### config.mk
export PLATFORM = sky130hd
export DESIGN_NAME = pcsia_core
export DESIGN_NICKNAME = d
export VERILOG_FILES = /design/src/pkg/pcsia_pkg.sv /design/src/rtl/pcsia_stack.sv /design/src/rtl/pcsia_core.sv
export SDC_FILE = /design/constraint.sdc
export NUM_CORES = 1
export LEC_CHECK = 0
export ABC_AREA = 1
export BUFFER_PORTS_ARGS = -buffer_cell sky130_fd_sc_hd__buf_2
export CAP_MARGIN = 15
export CORE_ASPECT_RATIO = 0.7
export CORE_MARGIN = 4
export CORE_UTILIZATION = 30
export CTS_CLUSTER_DIAMETER = 30
export DETAILED_ROUTE_END_ITERATION = 12
export REMOVE_ABC_BUFFERS = 1
export SLEW_MARGIN = 20
export SYNTH_ARGS = -nofsm -noshare
export SYNTH_HDL_FRONTEND = slang
export SYNTH_HIERARCHICAL = 1
export SYNTH_SLANG_ARGS = --single-unit
### constraint.sdc
create_clock -name clock -period 2 [get_ports clock]
set_input_delay 0.6 -clock clock [delete_from_list [all_inputs] [get_ports clock]]
set_output_delay 0.6 -clock clock [all_outputs]
set_load 0.1 [all_outputs]
### src/pkg/pcsia_pkg.sv
package pcsia_pkg;

    // ----------------------------------------------------------------
    // Widths
    // ----------------------------------------------------------------
    localparam int PC_W = 10;
    localparam int STK_W = 12;

    // ----------------------------------------------------------------
    // Reset values
    // ----------------------------------------------------------------
    localparam logic [9:0] PC_RESET = 10'h3ff;
    localparam logic [7:0] STATUS_RESET = 8'h18;
    localparam logic [7:0] PTR_RESET = 8'hc0;

    // ----------------------------------------------------------------
    // Field positions and masks
    // ----------------------------------------------------------------
    localparam int PAGE_BIT = 5;
    localparam int PTR_BANK_BIT = 5;
    localparam logic [7:0] STATUS_WMASK = 8'hbf;
    localparam logic [7:0] PTR_FIXED_ONES = 8'hc0;

    // ----------------------------------------------------------------
    // Data file addresses seen by the decoder
    // ----------------------------------------------------------------
    localparam logic [4:0] FA_INDIRECT = 5'h00;
    localparam logic [4:0] FA_PC_LOW = 5'h02;
    localparam logic [4:0] FA_STATUS = 5'h03;
    localparam logic [4:0] FA_PTR = 5'h04;

    // ----------------------------------------------------------------
    // Avalon register indices (byte address is four times the index)
    // ----------------------------------------------------------------
    localparam logic [2:0] REG_STATUS = 3'h3;
    localparam logic [2:0] REG_PTR = 3'h4;
    localparam logic [2:0] REG_PC = 3'h5;
    localparam logic [2:0] REG_STK1 = 3'h6;
    localparam logic [2:0] REG_STK2 = 3'h7;

    // ----------------------------------------------------------------
    // Target of a data file access
    // ----------------------------------------------------------------
    typedef enum logic [2:0] {
        TGT_RAM,
        TGT_ZERO,
        TGT_PC_LOW,
        TGT_STATUS,
        TGT_PTR
    } pcsia_tgt_t;

endpackage : pcsia_pkg

### src/rtl/pcsia_stack.sv
module pcsia_stack
    import pcsia_pkg::*;
(
    input wire logic clock,
    input wire logic push,
    input wire logic pop,
    input wire logic [11:0] push_data,
    output logic [11:0] level1,
    output logic [11:0] level2
);

    // ----------------------------------------------------------------
    // State
    // ----------------------------------------------------------------
    typedef struct packed {
        logic [11:0] lvl1;
        logic [11:0] lvl2;
    } pcsia_stack_t;

    pcsia_stack_t s_reg;
    pcsia_stack_t s_next;

    always_comb
    begin
        s_next = s_reg;
        if (push)
        begin
            s_next.lvl2 = s_reg.lvl1;
            s_next.lvl1 = push_data;
        end
        else if (pop)
        begin
            s_next.lvl1 = s_reg.lvl2;
        end
    end

    // No reset on purpose: return addresses survive any reset
    always_ff @(posedge clock)
    begin
        s_reg <= s_next;
    end

    assign level1 = s_reg.lvl1;
    assign level2 = s_reg.lvl2;

endmodule : pcsia_stack

### src/rtl/pcsia_core.sv
// Operation
// - PC advances by one each instruction
// - Jump loads PC bits 8:0 from instruction
// - Page bit supplies PC bit 9 on jump and call
// - Low PC latch maps onto PC 7:0
// - Call or latch write clears PC bit 8
// - Latch-target move, add, set modify PC
// - Reset points PC at last location
// - After reset instruction PC wraps to zero
// - Reset clears page select bit
// - Two-entry, 12-bit return stack
// - Call shifts level one down, pushes PC+1
// - Return pops PC, loads literal into W
// - Level two kept on every return
// - Reset leaves stack entries unchanged
// - No overflow or underflow flag exists
// - Indirect port accesses pointed data register
// - Indirect read with zero pointer gives 00h
// - Indirect write to the port stores nothing
// - Pointer bits 4:0 pick location 00h-1Fh
// - Pointer bit 5 picks data bank
// - Pointer bits 7:6 read as ones
module pcsia_core
    import pcsia_pkg::*;
(
    input wire logic clock,
    input wire logic arst_n,
    input wire logic instr_valid,
    input wire logic op_jump,
    input wire logic op_call,
    input wire logic return_with_literal_op,
    input wire logic [11:0] instr_word,
    input wire logic file_rd,
    input wire logic file_wr,
    input wire logic [4:0] file_addr,
    input wire logic [7:0] file_wdata,
    input wire logic [7:0] ram_rdata,
    output logic [9:0] pc,
    output logic w_load,
    output logic [7:0] w_data,
    output logic [5:0] ram_addr,
    output logic ram_rd,
    output logic ram_wr,
    output logic [7:0] ram_wdata,
    output logic [7:0] file_rdata,
    output logic file_rvalid,
    input wire logic [2:0] avs_address,
    input wire logic avs_read,
    input wire logic avs_write,
    input wire logic [31:0] avs_writedata,
    output logic [31:0] avs_readdata,
    output logic avs_waitrequest
);

    // ----------------------------------------------------------------
    // State
    // ----------------------------------------------------------------
    typedef struct packed {
        logic [9:0] pc;
        logic [7:0] status;
        logic [7:0] ptr;
        logic w_load;
        logic [7:0] w_data;
        logic [5:0] ram_addr;
        logic ram_rd;
        logic ram_wr;
        logic [7:0] ram_wdata;
        pcsia_tgt_t rd_tgt;
        logic rd_pend;
        logic [7:0] rd_fix;
        logic [7:0] file_rdata;
        logic file_rvalid;
        logic av_wait;
        logic [31:0] av_rdata;
    } pcsia_core_t;

    localparam pcsia_core_t CORE_RESET = '{
        pc: PC_RESET,
        status: STATUS_RESET,
        ptr: PTR_RESET,
        rd_tgt: TGT_RAM,
        av_wait: 1'b1,
        default: '0
    };

    pcsia_core_t s_reg;
    pcsia_core_t s_next;

    logic [11:0] stk_top;
    logic [11:0] stk_second;
    logic stk_push;
    logic stk_pop;
    logic branch;
    logic pc_low_wr;
    logic page;
    pcsia_tgt_t rd_tgt;
    pcsia_tgt_t wr_tgt;

    // ----------------------------------------------------------------
    // Address decode
    // ----------------------------------------------------------------
    function automatic pcsia_tgt_t tgt_of(input logic [4:0] addr,
                                          input logic [7:0] ptr);
        logic [4:0] a;
        a = addr;
        tgt_of = TGT_RAM;
        if (addr == FA_INDIRECT)
        begin
            a = ptr[4:0];
        end
        if (a == FA_INDIRECT)
        begin
            tgt_of = TGT_ZERO;
        end
        else if (a == FA_PC_LOW)
        begin
            tgt_of = TGT_PC_LOW;
        end
        else if (a == FA_STATUS)
        begin
            tgt_of = TGT_STATUS;
        end
        else if (a == FA_PTR)
        begin
            tgt_of = TGT_PTR;
        end
    endfunction : tgt_of

    function automatic logic [5:0] ram_of(input logic [4:0] addr,
                                          input logic [7:0] ptr);
        // Direct accesses stay in bank 0
        if (addr == FA_INDIRECT)
        begin
            ram_of = {ptr[PTR_BANK_BIT], ptr[4:0]};
        end
        else
        begin
            ram_of = {1'b0, addr};
        end
    endfunction : ram_of

    assign rd_tgt = tgt_of(file_addr, s_reg.ptr);
    assign wr_tgt = tgt_of(file_addr, s_reg.ptr);
    assign branch = instr_valid
        && (op_jump || op_call || return_with_literal_op);
    assign pc_low_wr = file_wr && (wr_tgt == TGT_PC_LOW);
    assign page = s_reg.status[PAGE_BIT];
    assign stk_push = instr_valid && op_call && !op_jump;
    assign stk_pop = instr_valid && return_with_literal_op
        && !op_jump && !op_call;

    // ----------------------------------------------------------------
    // Return stack
    // ----------------------------------------------------------------
    pcsia_stack u_stack (
        .clock(clock),
        .push(stk_push),
        .pop(stk_pop),
        .push_data({2'b00, 10'(s_reg.pc + 10'h001)}),
        .level1(stk_top),
        .level2(stk_second)
    );

    // ----------------------------------------------------------------
    // Next state
    // ----------------------------------------------------------------
    always_comb
    begin
        s_next = s_reg;
        s_next.w_load = 1'b0;
        s_next.ram_rd = 1'b0;
        s_next.ram_wr = 1'b0;
        s_next.file_rvalid = 1'b0;
        s_next.av_wait = 1'b1;
        s_next.rd_pend = file_rd;
        s_next.rd_tgt = rd_tgt;

        // Program counter; branches beat a latch write in the same cycle
        if (instr_valid && op_jump)
        begin
            s_next.pc = {page, instr_word[8:0]};
        end
        else if (instr_valid && op_call)
        begin
            s_next.pc = {page, 1'b0, instr_word[7:0]};
        end
        else if (stk_pop)
        begin
            s_next.pc = stk_top[9:0];
            s_next.w_load = 1'b1;
            s_next.w_data = instr_word[7:0];
        end
        else if (pc_low_wr)
        begin
            s_next.pc = {page, 1'b0, file_wdata};
        end
        else if (instr_valid)
        begin
            s_next.pc = 10'(s_reg.pc + 10'h001);
        end

        // Data file writes
        if (file_wr)
        begin
            case (wr_tgt)
                TGT_STATUS: s_next.status = file_wdata & STATUS_WMASK;
                TGT_PTR: s_next.ptr = file_wdata | PTR_FIXED_ONES;
                TGT_RAM:
                begin
                    s_next.ram_wr = 1'b1;
                    s_next.ram_addr = ram_of(file_addr, s_reg.ptr);
                    s_next.ram_wdata = file_wdata;
                end
                default: s_next.ram_wr = 1'b0;
            endcase
        end

        // Data file reads: issue, then answer one cycle later
        if (file_rd)
        begin
            case (rd_tgt)
                TGT_RAM:
                begin
                    s_next.ram_rd = 1'b1;
                    s_next.ram_addr = ram_of(file_addr, s_reg.ptr);
                end
                TGT_PC_LOW: s_next.rd_fix = s_reg.pc[7:0];
                TGT_STATUS: s_next.rd_fix = s_reg.status;
                TGT_PTR: s_next.rd_fix = s_reg.ptr | PTR_FIXED_ONES;
                default: s_next.rd_fix = 8'h00;
            endcase
        end
        if (s_reg.rd_pend)
        begin
            s_next.file_rvalid = 1'b1;
            if (s_reg.rd_tgt == TGT_RAM)
            begin
                s_next.file_rdata = ram_rdata;
            end
            else
            begin
                s_next.file_rdata = s_reg.rd_fix;
            end
        end

        // Avalon slave: one wait cycle, write lands when wait drops
        if ((avs_read || avs_write) && s_reg.av_wait)
        begin
            s_next.av_wait = 1'b0;
            case (avs_address)
                REG_STATUS: s_next.av_rdata = {24'h000000, s_reg.status};
                REG_PTR: s_next.av_rdata = {24'h000000, s_reg.ptr};
                REG_PC: s_next.av_rdata = {22'h0, s_reg.pc};
                REG_STK1: s_next.av_rdata = {20'h00000, stk_top};
                REG_STK2: s_next.av_rdata = {20'h00000, stk_second};
                default: s_next.av_rdata = 32'h00000000;
            endcase
        end
        // Software wins over a data file write in the same cycle
        if (avs_write && !s_reg.av_wait)
        begin
            if (avs_address == REG_STATUS)
            begin
                s_next.status = avs_writedata[7:0] & STATUS_WMASK;
            end
            else if (avs_address == REG_PTR)
            begin
                s_next.ptr = avs_writedata[7:0] | PTR_FIXED_ONES;
            end
        end
    end

    always_ff @(posedge clock or negedge arst_n)
    begin
        if (!arst_n)
        begin
            s_reg <= CORE_RESET;
        end
        else
        begin
            s_reg <= s_next;
        end
    end

    // ----------------------------------------------------------------
    // Outputs
    // ----------------------------------------------------------------
    assign pc = s_reg.pc;
    assign w_load = s_reg.w_load;
    assign w_data = s_reg.w_data;
    assign ram_addr = s_reg.ram_addr;
    assign ram_rd = s_reg.ram_rd;
    assign ram_wr = s_reg.ram_wr;
    assign ram_wdata = s_reg.ram_wdata;
    assign file_rdata = s_reg.file_rdata;
    assign file_rvalid = s_reg.file_rvalid;
    assign avs_readdata = s_reg.av_rdata;
    assign avs_waitrequest = s_reg.av_wait;
endmodule : pcsia_core

---- Yosys cells after proc, flatten, opt, wreduce, memory -nomap -nowiden ----
Index checks and enable logic that the tools add are counted.
Widths: inputs -> output; s select.
operators by class
  $add $sub $neg .......................... 1
  eq/ne operators ......................... 11
  multiplexer cells ....................... 35
  bitwise logic cells ..................... 3
  reductions and logical operators ........ 22
operator list
  operator               number
  $mux 10                7
  $pmux 12 s5            1
  $mux 8                 7
  $mux 9                 4
  $mux 33                1
  $mux 16                2
  $pmux 8 s4             1
  $mux 6                 3
  $eq 3x3->1 const B     5
  $mux 7                 2
  $mux 3                 4
  $add 10x1->10 const B  1
  $eq 5x2->1 const B     2
  $logic_not 5->1        2
  $eq 3x2->1 const B     3
  $logic_and 1x1->1      9
  $logic_not 3->1        2
  $eq 5x3->1 const B     1
  $mux 5                 1
  $reduce_bool 5->1      1
  $reduce_and 2->1       2
  $logic_not 1->1        3
  $not 1->1              3
  $reduce_and 3->1       1
  other kinds (3)        4
word-level totals
  flip-flop bits (word level) ............. 129
  bits of input ports ..................... 78
  output and inout port bits .............. 77
  word-level logic and storage cells ...... 91

---- Logic depth before layout (Yosys ltp) ----
Gate-level depths: netlist of the first run.
  depth after elaboration ................. 13
  mapped depth ............................ 12
  gate-level depth less buffers ........... 12

---- Modules after synthesis ----
The synthesis of the first run kept the hierarchy.
modules (own cells, without submodules)
  module       times used  cells an instance  area an instance (um2)  sequential area each (um2)
  pcsia_core   1           664                5,036.1                 2,145.8
  pcsia_stack  1           64                 884.6                   720.7

---- Least setup slack after synthesis of the first run ----
No wires, ideal clock.
  path type ............................... input -> register
  start point ............................. input port op_call
  end point ............................... register u_stack.s_reg (netlist bit u_stack/level1[0]) (enable)
  arrival time ............................ 1,719 ps
  required time ........................... 1,678 ps
  setup slack ............................. -41 ps
  stages .................................. 3
  buffers on the path ..................... 0
  path through ............................ nand2_1 > nor2_1 > or2_2
on the way
  longest elaborated chain between the ends .. 3
  elaborated cells between the ends (all ways) .. 5
ends and longest elaborated chain
  what                                line               RTL
  start, declared                     pcsia_core.sv:30   input wire logic op_call,
  $logic_and 1x1->1 (2 in series)     pcsia_core.sv:148  assign stk_push = instr_valid && op_call && !op_jump;
  net stk_push                        pcsia_core.sv:91   logic stk_push;
  $reduce_bool 2->1 (no source line)  -
  end signal, assigned                pcsia_stack.sv:40  s_reg <= s_next;
  end, declared                       pcsia_stack.sv:20  pcsia_stack_t s_reg;
The timed path passes the listed nets, and every way through them passes these cells.
A chain may end at the register's enable or synchronous reset.

---- Worst setup path after layout of the first run ----
  start point ............................. register s_reg (netlist bit pc[7])
  end point ............................... output port pc[7]
RTL lines
  what                    line               RTL
  start, declared         pcsia_core.sv:86   pcsia_core_t s_reg;
  start signal, assigned  pcsia_core.sv:281  s_reg <= s_next;
  end, declared           pcsia_core.sv:38   output logic [9:0] pc,
No word-level cell between the ends.

==> results of run 1 <==
cells by family (layout without fill, tap and decap cells):
logic type / after synthesis / count (layout) / share of synthesized area (%)
DFF: 109 / 109 / 48.4
xor gates and xnor gates: 8 / 8 / 1.18
buffers and inverters: 160 / 251 / 15.1
and+or+nand+nor: 339 / 339 / 24.0
other: 1 / 22 / 0.0633
adders and majority gates: 1 / 1 / 0.211
AOI/OAI and AO/OA: 110 / 110 / 11.0
per-layer routing:
layer	global-route usage [%]	share of wire, %	vias to the layer above
met5	0	0.077	-
met4	2.57	0.84	2
met3	4.13	9.2	15
met2	19.8	39	224
met1	24.3	51	2296
li1	-	-	2490
where the power goes:
| part | switching (mW) | internal [mW] | total [mW] | leakage, nW |
|---|---|---|---|---|
| Combinational | 2.13 | 0.598 | 2.72 | 2.15 |
| Sequential | 0.250 | 2.60 | 2.85 | 1.25 |
| Clock | 0.819 | 0.967 | 1.79 | 0.139 |
Yosys cell counts (all sizes together), types with 2 or more instances:
library cell and number:
a211oi 4, a21oi 16, a221oi 3, a22oi 3, a31oi 16, buf 79, clkbuf 17, dfrtp 70
dfstp 15, edfxtp 24, inv 63, nand2 204, nand3 37, nand4 13, nor2 75, nor3 7
nor4 2, o211ai 8, o21ai 53, o22ai 3, xor2 8
cell usage in the layout (no fill, tap or decap), types with 4 or more instances in the layout:
master | synthesis | routed
xor2_1 | 8 | 8
buf_4 | 74 | 62
nor2_2 | 6 | 6
o211ai_1 | 8 | 8
a21oi_1 | 15 | 15
nand4_1 | 13 | 13
nor2_4 | 2 | 5
dfstp_2 | 15 | 15
nand3_1 | 36 | 35
a31oi_1 | 16 | 16
nor2_1 | 66 | 63
o21ai_0 | 48 | 47
nor3_1 | 7 | 5
dfrtp_1 | 70 | 70
inv_1 | 60 | 60
conb_1 | 1 | 22
nand2_1 | 203 | 201
edfxtp_1 | 24 | 24
a211oi_1 | 4 | 4
buf_12 | 0 | 10
clkbuf_16 | 0 | 9
o21ai_1 | 4 | 5
buf_2 | 2 | 96
final cells by class:
| cell class | instances | area (um2) | area share (%) |
|---|---|---|---|
| well taps | 264 | 330 | 4.60 |
| inverters | 64 | 240 | 3.35 |
| flip-flops and latches | 109 | 2870 | 39.9 |
| repair buffers | 171 | 1170 | 16.3 |
| multi-input cells | 480 | 2290 | 31.9 |
| clock buffers | 11 | 233 | 3.24 |
| clock inverters | 5 | 52.6 | 0.732 |
timing repair:
item / CTS / global route
buffers inserted: 0 / 0
pin swaps: 0 / 2
endpoints found under the setup margin: 2 / 35
hold buffers: 0 / 0
resized for setup: 2 / 16
through the flow:
step / setup WS, ns / TNS, ns / hold slack (ns) / util, % / power (mW)
after floorplan: -0.341 / -14.31 / 0.304 / - / 4.80
after global placement: -0.239 / -8.79 / 0.432 / 35.7 / 5.56
after detailed placement: -0.277 / -10.51 / 0.437 / 35.7 / 5.58
after CTS: 0.00479 / 0 / 0.152 / 37.2 / 7.37
after global routing: -0.00204 / -0.00238 / 0.145 / 37.5 / 7.68
final: 0.0311 / 0 / 0.137 / 37.5 / 7.36
worst min-delay path by stage:
stage,startpoint,end,slack (ns),cells after the start
2_1_floorplan,arst_n,avs_readdata[0],0.30,0
3_3_place_gp,u_stack/level1[10],u_stack/level2[10],0.43,0
3_5_place_dp,u_stack/level1[11],u_stack/level2[11],0.44,0
4_1_cts,arst_n,s_reg[45],0.15,1
5_1_grt,arst_n,s_reg[45],0.15,1
6_report,arst_n,s_reg[45],0.14,1
==> key figures, run 1 <==
Pwr
  – PD cells: 1020 nW/um2
  – Maximum VDD drop: 0.641 mV
  – P_leak: 3.54 nW

Synthesis
  – Mapped Avg Cell Area: ~8.1 um2
  – Main synth FF type: dfrtp_1
  – Post-synth cell types: roughly 40
  – Syn. warnings: 6
  – Register area share after synthesis: 48.4%
  – Post-synth EDFFs: 24
  – Asr flop ratio synth: 78.0%
  – Area contributors post-synth: dfrtp_1, nand2_1, edfxtp_1
  – Yosys top cell area share: 29.6%
  – Mapped cell area: 5920 um2
  – #FFs+latches synth: roughly 110
  – Mapped Cells: 728
  – Area leader, netlist: dfrtp_1

Route
  – Vias per cell: about 4.6
  – Post-route ant nets: 0
  – Drt drc: 0
  – Routed wire length: between 15 and 20 mm
  – Wire per inst: 15.2 um
  – Total iterations of the first detailed-routing run: 5
  – DR vias: slightly above 5k
  – DRT iter0 DRCs: 387

Worst setup path
  – Crit path cell chain: buf_2
  – Crit Reg-Reg Endpoint: pc[6]
  – Critical path depth in cells: 1
  – Buf/Inv on CP: 1
  – Slowest cell on the critical path: dfstp_2
  – Top Family by Delay on Critical Path: flip-flops
  – Critical Path Source Type: flip-flop
  – CP Class: reg2out
  – FF-to-FF path depth: 9
  – RR Startpoint: pc[1]
  – Critical Path Sink: pc[7]
  – Worst setup path startpoint: pc[7]
  – Peak per-stage delay on the critical path: 0.57 ns
  – Crit end category: output pin
  – Critical Path RT: 1.40 ns
  – Worst reg2reg setup slack: between 0.1 and 0.15 ns
  – CP max FO: 4
  – Worst EP arrival: 1.37 ns

Cells and area
  – Layout area overhead: 21.3%
  – Largest register FFs: 27
  – Ant diodes: 0
  – Fin cells: 1,104
  – Cell area after layout: 7180 um2
  – Share of cells above drive strength 1: 26.9%
  – Fillers: 2,039
  – Nets: 914

Timing
  – Rel. slew slack: between 40% and 50%
  – Worst slew pin tran: 0.870 ns
  – Final worst path period share: 98.4%
  – Fin crit period: 1.97 ns
  – Fmax: 508 MHz
  – Max Slew Vio Count: 0
  – Final Hold Fails: 0
  – Final setup vio count: 0
  – Worst Skew: 0.00996 ns

Outcome
  – Status: finished clean

Global routing
  – Initial antenna violation count: 1
  – Tot GR Track Use: 15.0%
  – First-pass GRT wire length: 26.2 mm
  – GRT Residual Overflow: 0
  – Largest net degree at the start of global routing: 30
  – Vias in the first global route: 4,701

Floorplan
  – Die width: ~180 um
  – Top-level port count: 155
  – Die height: between 100 and 150 um
  – Initial Util: a little under a third
  – Die area: 22,100 um2
  – Row count: 42
  – CORE AREA: approximately 19,000 um2

Run
  – Max-Cap Viols: 0

Hold path
  – Hold crit path type: in2async

Clock network
  – Num CTS Buffers: 9
  – CTS tree: yes
  – Clock transition at the registers of the reported paths: 0.07 ns
  – Clock Sinks: 109
  – # H-tree levels: 3
  – Clk Latency, worst-skew pair: 0.36 ns
  – Clock Tree Root: clkbuf_16
  – Maximum buffer depth of the clock tree: 2

Placed design
  – Placed cells: 1,088
  – GPL Wtd Cong: 0.900
  – Port bufs: 106
  – DP HPWL: 12.9 mm
  – Total placed instance area: 6830 um2
No activity file was read; power rests on OpenSTA's default activity.
==> inputs of run 2 (changes only) <==
--- a/config.mk
+++ b/config.mk
@@ -8,8 +8,7 @@
 export ABC_AREA = 1
 export BUFFER_PORTS_ARGS = -buffer_cell sky130_fd_sc_hd__buf_2
 export CAP_MARGIN = 15
-export CORE_ASPECT_RATIO = 0.7
-export CORE_MARGIN = 4
+export CORE_ASPECT_RATIO = 0.8
 export CORE_UTILIZATION = 30
 export CTS_CLUSTER_DIAMETER = 30
 export DETAILED_ROUTE_END_ITERATION = 12
==> key figures, run 2 (synthesis gave the netlist of run 1 again) <==
Cells and area
  – Final Util: 37.5% (about the same)
  – Layout area overhead: 21.3% (unchanged)
  – Largest register FFs: 27 (unchanged)
  – Ant diodes: 0 (unchanged)
  – Fin cells: 1,101 (was 1,104)
  – Share of cells above drive strength 1: 26.9% (about the same)
  – Most frequent cells in the layout: nand2_1, buf_2, dfrtp_1, buf_4, nor2_1 (was nand2_1, buf_2, dfrtp_1, nor2_1, buf_4)
  – Cell area after layout: 7180 um2 (unchanged)
  – Nets: 917 (was 914)
  – Commonest non-fill, non-tap cell in the layout: nand2_1 (unchanged)

Route
  – DR vias: 4,951 (was 5,027)
  – Wire per inst: 14.4 um (was 15.2 um)
  – Drt drc: 0 (unchanged)
  – Total iterations of the first detailed-routing run: 5 (unchanged)
  – Post-route ant nets: 0 (unchanged)
  – Vias per cell: 4.50 (was 4.55)
  – Routed wire length: 15.9 mm (was 16.8 mm)
  – DRT iter0 DRCs: 414 (was 387)

Worst setup path
  – Peak per-stage delay on the critical path: 0.63 ns (was 0.57 ns)
  – Top Family by Delay on Critical Path: flip-flops (unchanged)
  – Worst EP arrival: 1.32 ns (was 1.37 ns)
  – Critical Path Source Type: flip-flop (unchanged)
  – FF-to-FF path depth: 9 (unchanged)
  – Crit path cell chain: buf_4 (was buf_2)
  – CP Class: reg2out (unchanged)
  – Critical Path RT: 1.40 ns (about the same)
  – Buf/Inv on CP: 1 (unchanged)
  – CP max FO: 6 (was 4)
  – Slowest cell on the critical path: dfstp_2 (unchanged)
  – Critical path depth in cells: 1 (unchanged)
  – Crit end category: output pin (unchanged)

Global routing
  – Initial antenna violation count: 0 (was 1)
  – GRT Residual Overflow: 0 (unchanged)
  – Tot GR Track Use: 16.1% (was 15.0%)
  – Vias in the first global route: 4,593 (was 4,701)
  – Largest net degree at the start of global routing: 53 (was 30)
  – First-pass GRT wire length: 25.3 mm (was 26.2 mm)

Clock network
  – Clock Tree Root: clkbuf_16 (unchanged)
  – Clock transition at the registers of the reported paths: 0.07 ns (about the same)
  – Num CTS Buffers: 9 (unchanged)
  – # H-tree levels: 3 (unchanged)
  – CTS tree: yes (unchanged)
  – Clk Latency, worst-skew pair: 0.36 ns (about the same)
  – Maximum buffer depth of the clock tree: 2 (unchanged)
  – Hold_buf cts: 0 (unchanged)
  – Clock Sinks: 109 (unchanged)

Floorplan
  – Row count: 45 (was 42)
  – Top-level port count: 155 (unchanged)
  – Initial Util: 30.9% (was 31.0%)
  – Die area: 20,300 um2 (was 22,100 um2)
  – Die height: 128 um (was 126 um)
  – Die width: 159 um (was 176 um)
  – CORE AREA: 19,100 um2 (about the same)

Placed design
  – Placed cells: 1,081 (was 1,088)
  – DP HPWL: 12.1 mm (was 12.9 mm)
  – GPL Wtd Cong: 0.817 (was 0.900)
  – Setup WS pre-CTS: -0.261 ns (was -0.277 ns)
  – Port bufs: 106 (unchanged)
  – Total placed instance area: 6780 um2 (was 6830 um2)

Timing
  – Final Hold Fails: 0 (unchanged)
  – Final setup vio count: 0 (unchanged)
  – Setup tns final: 0 ns (unchanged)
  – Fin crit period: 1.92 ns (was 1.97 ns)
  – Worst slew pin tran: 0.880 ns (was 0.870 ns)
  – Fmax: 520 MHz (was 508 MHz)
  – Hold Slack: 0.0922 ns (was 0.137 ns)
  – Setup WS post-layout: 0.0772 ns (was 0.0311 ns)
  – Final worst path period share: 96.1% (was 98.4%)
  – Max Slew Vio Count: 0 (unchanged)
  – Rel. slew slack: 41.1% (was 41.8%)
  – Worst Skew: 0.00714 ns (was 0.00996 ns)

Pwr
  – Maximum VDD drop: 0.605 mV (was 0.641 mV)
  – P_leak: 3.56 nW (was 3.54 nW)
  – PD cells: 1040 nW/um2 (was 1020 nW/um2)
  – Pwr Total: 7.43 mW (was 7.36 mW)

Hold path
  – Hold crit path type: in2async (unchanged)

Run
  – Max-Cap Viols: 0 (unchanged)

Outcome
  – Status: finished clean (unchanged)
-- run 2: cell types whose count changed in the layout (fill, tap and decap cells not counted), moves of 2 or more --
cell	change
buf_4	+6
buf_12	-3
clkinv_2	-3
clkbuf_8	+2
-- run 2: per-layer routing --
metal / track usage (%) / vias up / wire length [um]
li1: - / 2509 / -
met1: 23.8 / 2274 / 8080
met2: 23.7 / 157 / 6730
met3: 3.56 / 11 / 912
met4: 4.07 / 0 / 142
met5: 0 / - / 0
-- run 2: final cells by class --
cell class / count / area [um2]
flip-flops and latches: 109 / 2870
clock inverters: 3 / 43.8
repair buffers: 174 / 1160
inverters: 64 / 240
well taps: 258 / 323
fillers: 2038 / 12000
multi-input cells: 480 / 2290
clock buffers: 13 / 260
-- run 2: final timing paths --
kind	start	endpoint	slack, ns
min reg2reg	u_stack/level1[10]	u_stack/level2[10]	0.46
max	pc[5]	pc[5]	0.08
max reg2reg	pc[0]	u_stack/level1[8]	0.15
max in group asynchronous	arst_n	pc[8]	1.30
min	arst_n	file_rvalid	0.09
min in group clock	file_rd	s_reg[50]	0.36
-- run 2: power breakdown --
group | internal, mW | switching [mW] | total [mW]
Clock | 1.04 | 0.823 | 1.87
Combinational | 0.607 | 2.15 | 2.76
Sequential | 2.60 | 0.215 | 2.81
-- run 2: repair_timing --
action	CTS	global route
setup buffers	0	4
pin swaps	0	8
hold endpoints to repair	0	0
resized for setup	3	16
setup endpoints to repair	3	47
==> inputs of run 3 (changes only) <==
--- a/config.mk
+++ b/config.mk
@@ -12,7 +12,6 @@
 export CORE_UTILIZATION = 30
 export CTS_CLUSTER_DIAMETER = 30
 export DETAILED_ROUTE_END_ITERATION = 12
-export REMOVE_ABC_BUFFERS = 1
 export SLEW_MARGIN = 20
 export SYNTH_ARGS = -nofsm -noshare
 export SYNTH_HDL_FRONTEND = slang
==> key figures, run 3 (synthesis gave the netlist of run 1 again) <==
Cells and area
  – Nets: 909 (was 917)
  – Area of the multi-input gates: 2290 um2 (about the same)
  – Fillers: 2,019 (was 2,038)
  – Fin cells: 1,093 (was 1,101)
  – Commonest non-fill, non-tap cell in the layout: nand2_1 (unchanged)
  – Reg area: 2870 um2 (unchanged)
  – Layout area overhead: 20.2% (was 21.3%)
  – Ant diodes: 0 (unchanged)
  – Share of cells above drive strength 1: 26.6% (was 26.9%)
  – Largest register FFs: 27 (unchanged)
  – Most frequent cells in the layout: nand2_1, buf_2, dfrtp_1, nor2_1, inv_1 (was nand2_1, buf_2, dfrtp_1, buf_4, nor2_1)

Clock network
  – Clock Tree Root: clkbuf_16 (unchanged)
  – Clk Latency, worst-skew pair: 0.35 ns (was 0.36 ns)
  – Maximum buffer depth of the clock tree: 2 (unchanged)
  – Clock transition at the registers of the reported paths: 0.07 ns (about the same)
  – Num CTS Buffers: 9 (unchanged)
  – Clock Sinks: 109 (unchanged)
  – CTS tree: yes (unchanged)
  – # H-tree levels: 3 (unchanged)

Placed design
  – Port bufs: 106 (unchanged)
  – DP HPWL: 12.1 mm (about the same)
  – Setup WS pre-CTS: -0.334 ns (was -0.261 ns)
  – GPL Wtd Cong: 0.847 (was 0.817)
  – Placed cells: 1,074 (was 1,081)

Timing
  – Worst slew pin tran: 0.609 ns (was 0.880 ns)
  – Worst Skew: 0.0106 ns (was 0.00714 ns)
  – Setup WS post-layout: 0.0793 ns (was 0.0772 ns)
  – Max Slew Vio Count: 0 (unchanged)
  – Fmax: 521 MHz (was 520 MHz)
  – Final setup vio count: 0 (unchanged)
  – Final Hold Fails: 0 (unchanged)
  – Final worst path period share: 96.0% (was 96.1%)
  – Fin crit period: 1.92 ns (about the same)
  – Hold Slack: 0.123 ns (was 0.0922 ns)
  – Rel. slew slack: 59.2% (was 41.1%)

Worst setup path
  – Crit path cell chain: buf_4 (unchanged)
  – Buf/Inv on CP: 1 (unchanged)
  – Peak per-stage delay on the critical path: 0.64 ns (was 0.63 ns)
  – Worst EP arrival: 1.32 ns (about the same)
  – Crit end category: output pin (unchanged)
  – Slowest cell on the critical path: dfstp_2 (unchanged)
  – Critical Path RT: 1.40 ns (about the same)
  – CP Class: reg2out (unchanged)
  – Top Family by Delay on Critical Path: flip-flops (unchanged)
  – CP max FO: 6 (unchanged)
  – Critical Path Source Type: flip-flop (unchanged)

Route
  – Drt drc: 0 (unchanged)
  – DR vias: 4,936 (was 4,951)
  – DRT iter0 DRCs: 447 (was 414)
  – Vias per cell: 4.52 (was 4.50)
  – Total iterations of the first detailed-routing run: 4 (was 5)
  – Post-route ant nets: 0 (unchanged)
  – Wire per inst: 14.4 um (about the same)
  – Routed wire length: 15.7 mm (was 15.9 mm)

Global routing
  – Initial antenna violation count: 0 (unchanged)
  – Vias in the first global route: 4,666 (was 4,593)
  – GRT Residual Overflow: 0 (unchanged)
  – Largest net degree at the start of global routing: 49 (was 53)
  – First-pass GRT wire length: 25.2 mm (was 25.3 mm)
  – Tot GR Track Use: 16.0% (was 16.1%)

Floorplan
  – Die height: 128 um (unchanged)
  – Die area: 20,300 um2 (unchanged)
  – Die width: 159 um (unchanged)
  – CORE AREA: 19,100 um2 (unchanged)
  – Top-level port count: 155 (unchanged)
  – Row count: 45 (unchanged)
  – Initial Util: 30.9% (unchanged)

Run
  – Max-Cap Viols: 0 (unchanged)

Pwr
  – PD cells: 1020 nW/um2 (was 1040 nW/um2)
  – Pwr Total: 7.23 mW (was 7.43 mW)
  – P_leak: 3.51 nW (was 3.56 nW)
  – Maximum VDD drop: 0.737 mV (was 0.605 mV)

Outcome
  – Status: finished clean (unchanged)

Hold path
  – Hold crit path type: in2async (unchanged)
-- run 3: worst paths after layout --
path                                         start                  to  slack, ns  cells after the start
worst min-delay path                        arst_n         file_rvalid       0.12                      1
min in group clock                         file_rd           s_reg[50]       0.38                      1
max in group asynchronous                   arst_n               pc[8]       1.27                      2
worst max register to register               pc[0]               pc[8]       0.11                     10
worst min register to register  u_stack/level1[11]  u_stack/level2[11]       0.45                      0
worst max-delay path                         pc[5]               pc[5]       0.08                      1
-- run 3: final cells by class --
class	instances	share of cell area, %
clock buffer	12	3.46
clock inverter	4	0.334
inverter	64	3.37
multi-input combinational	480	32.2
sequential	109	40.3
tap	258	4.54
timing repair buffer	166	15.8
-- run 3: stage by stage --
step / instance area [um2] / util [%] / TNS, ns
after detailed placement: 6740 / 35.2 / -11.74
after floorplan: 6000 / - / 0
final: 7120 / 37.2 / 0
after CTS: 7020 / 36.7 / 0
after global placement: 6740 / 35.2 / -10.02
after global routing: 7120 / 37.2 / -0.00788
-- run 3: where the power goes --
| part | switching [mW] | internal (mW) |
|---|---|---|
| registers | 0.247 | 2.60 |
| logic | 2.12 | 0.591 |
| clock network | 0.791 | 0.877 |
-- run 3: routing by layer --
layer  vias to the layer above  track usage (%)  part of all wire (%)
met3                        11             3.88                   7.4
met4                         0             3.62                  0.94
li1                       2482                -                     -
met2                       170             21.9                    39
met5                         -                0                     0
met1                      2273             24.8                    52
-- run 3: repair_timing --
action	CTS	global route
setup buffers	0	3
hold buffers	0	0
gates resized for setup	4	19
pin swaps	0	7
setup endpoints to repair	4	48
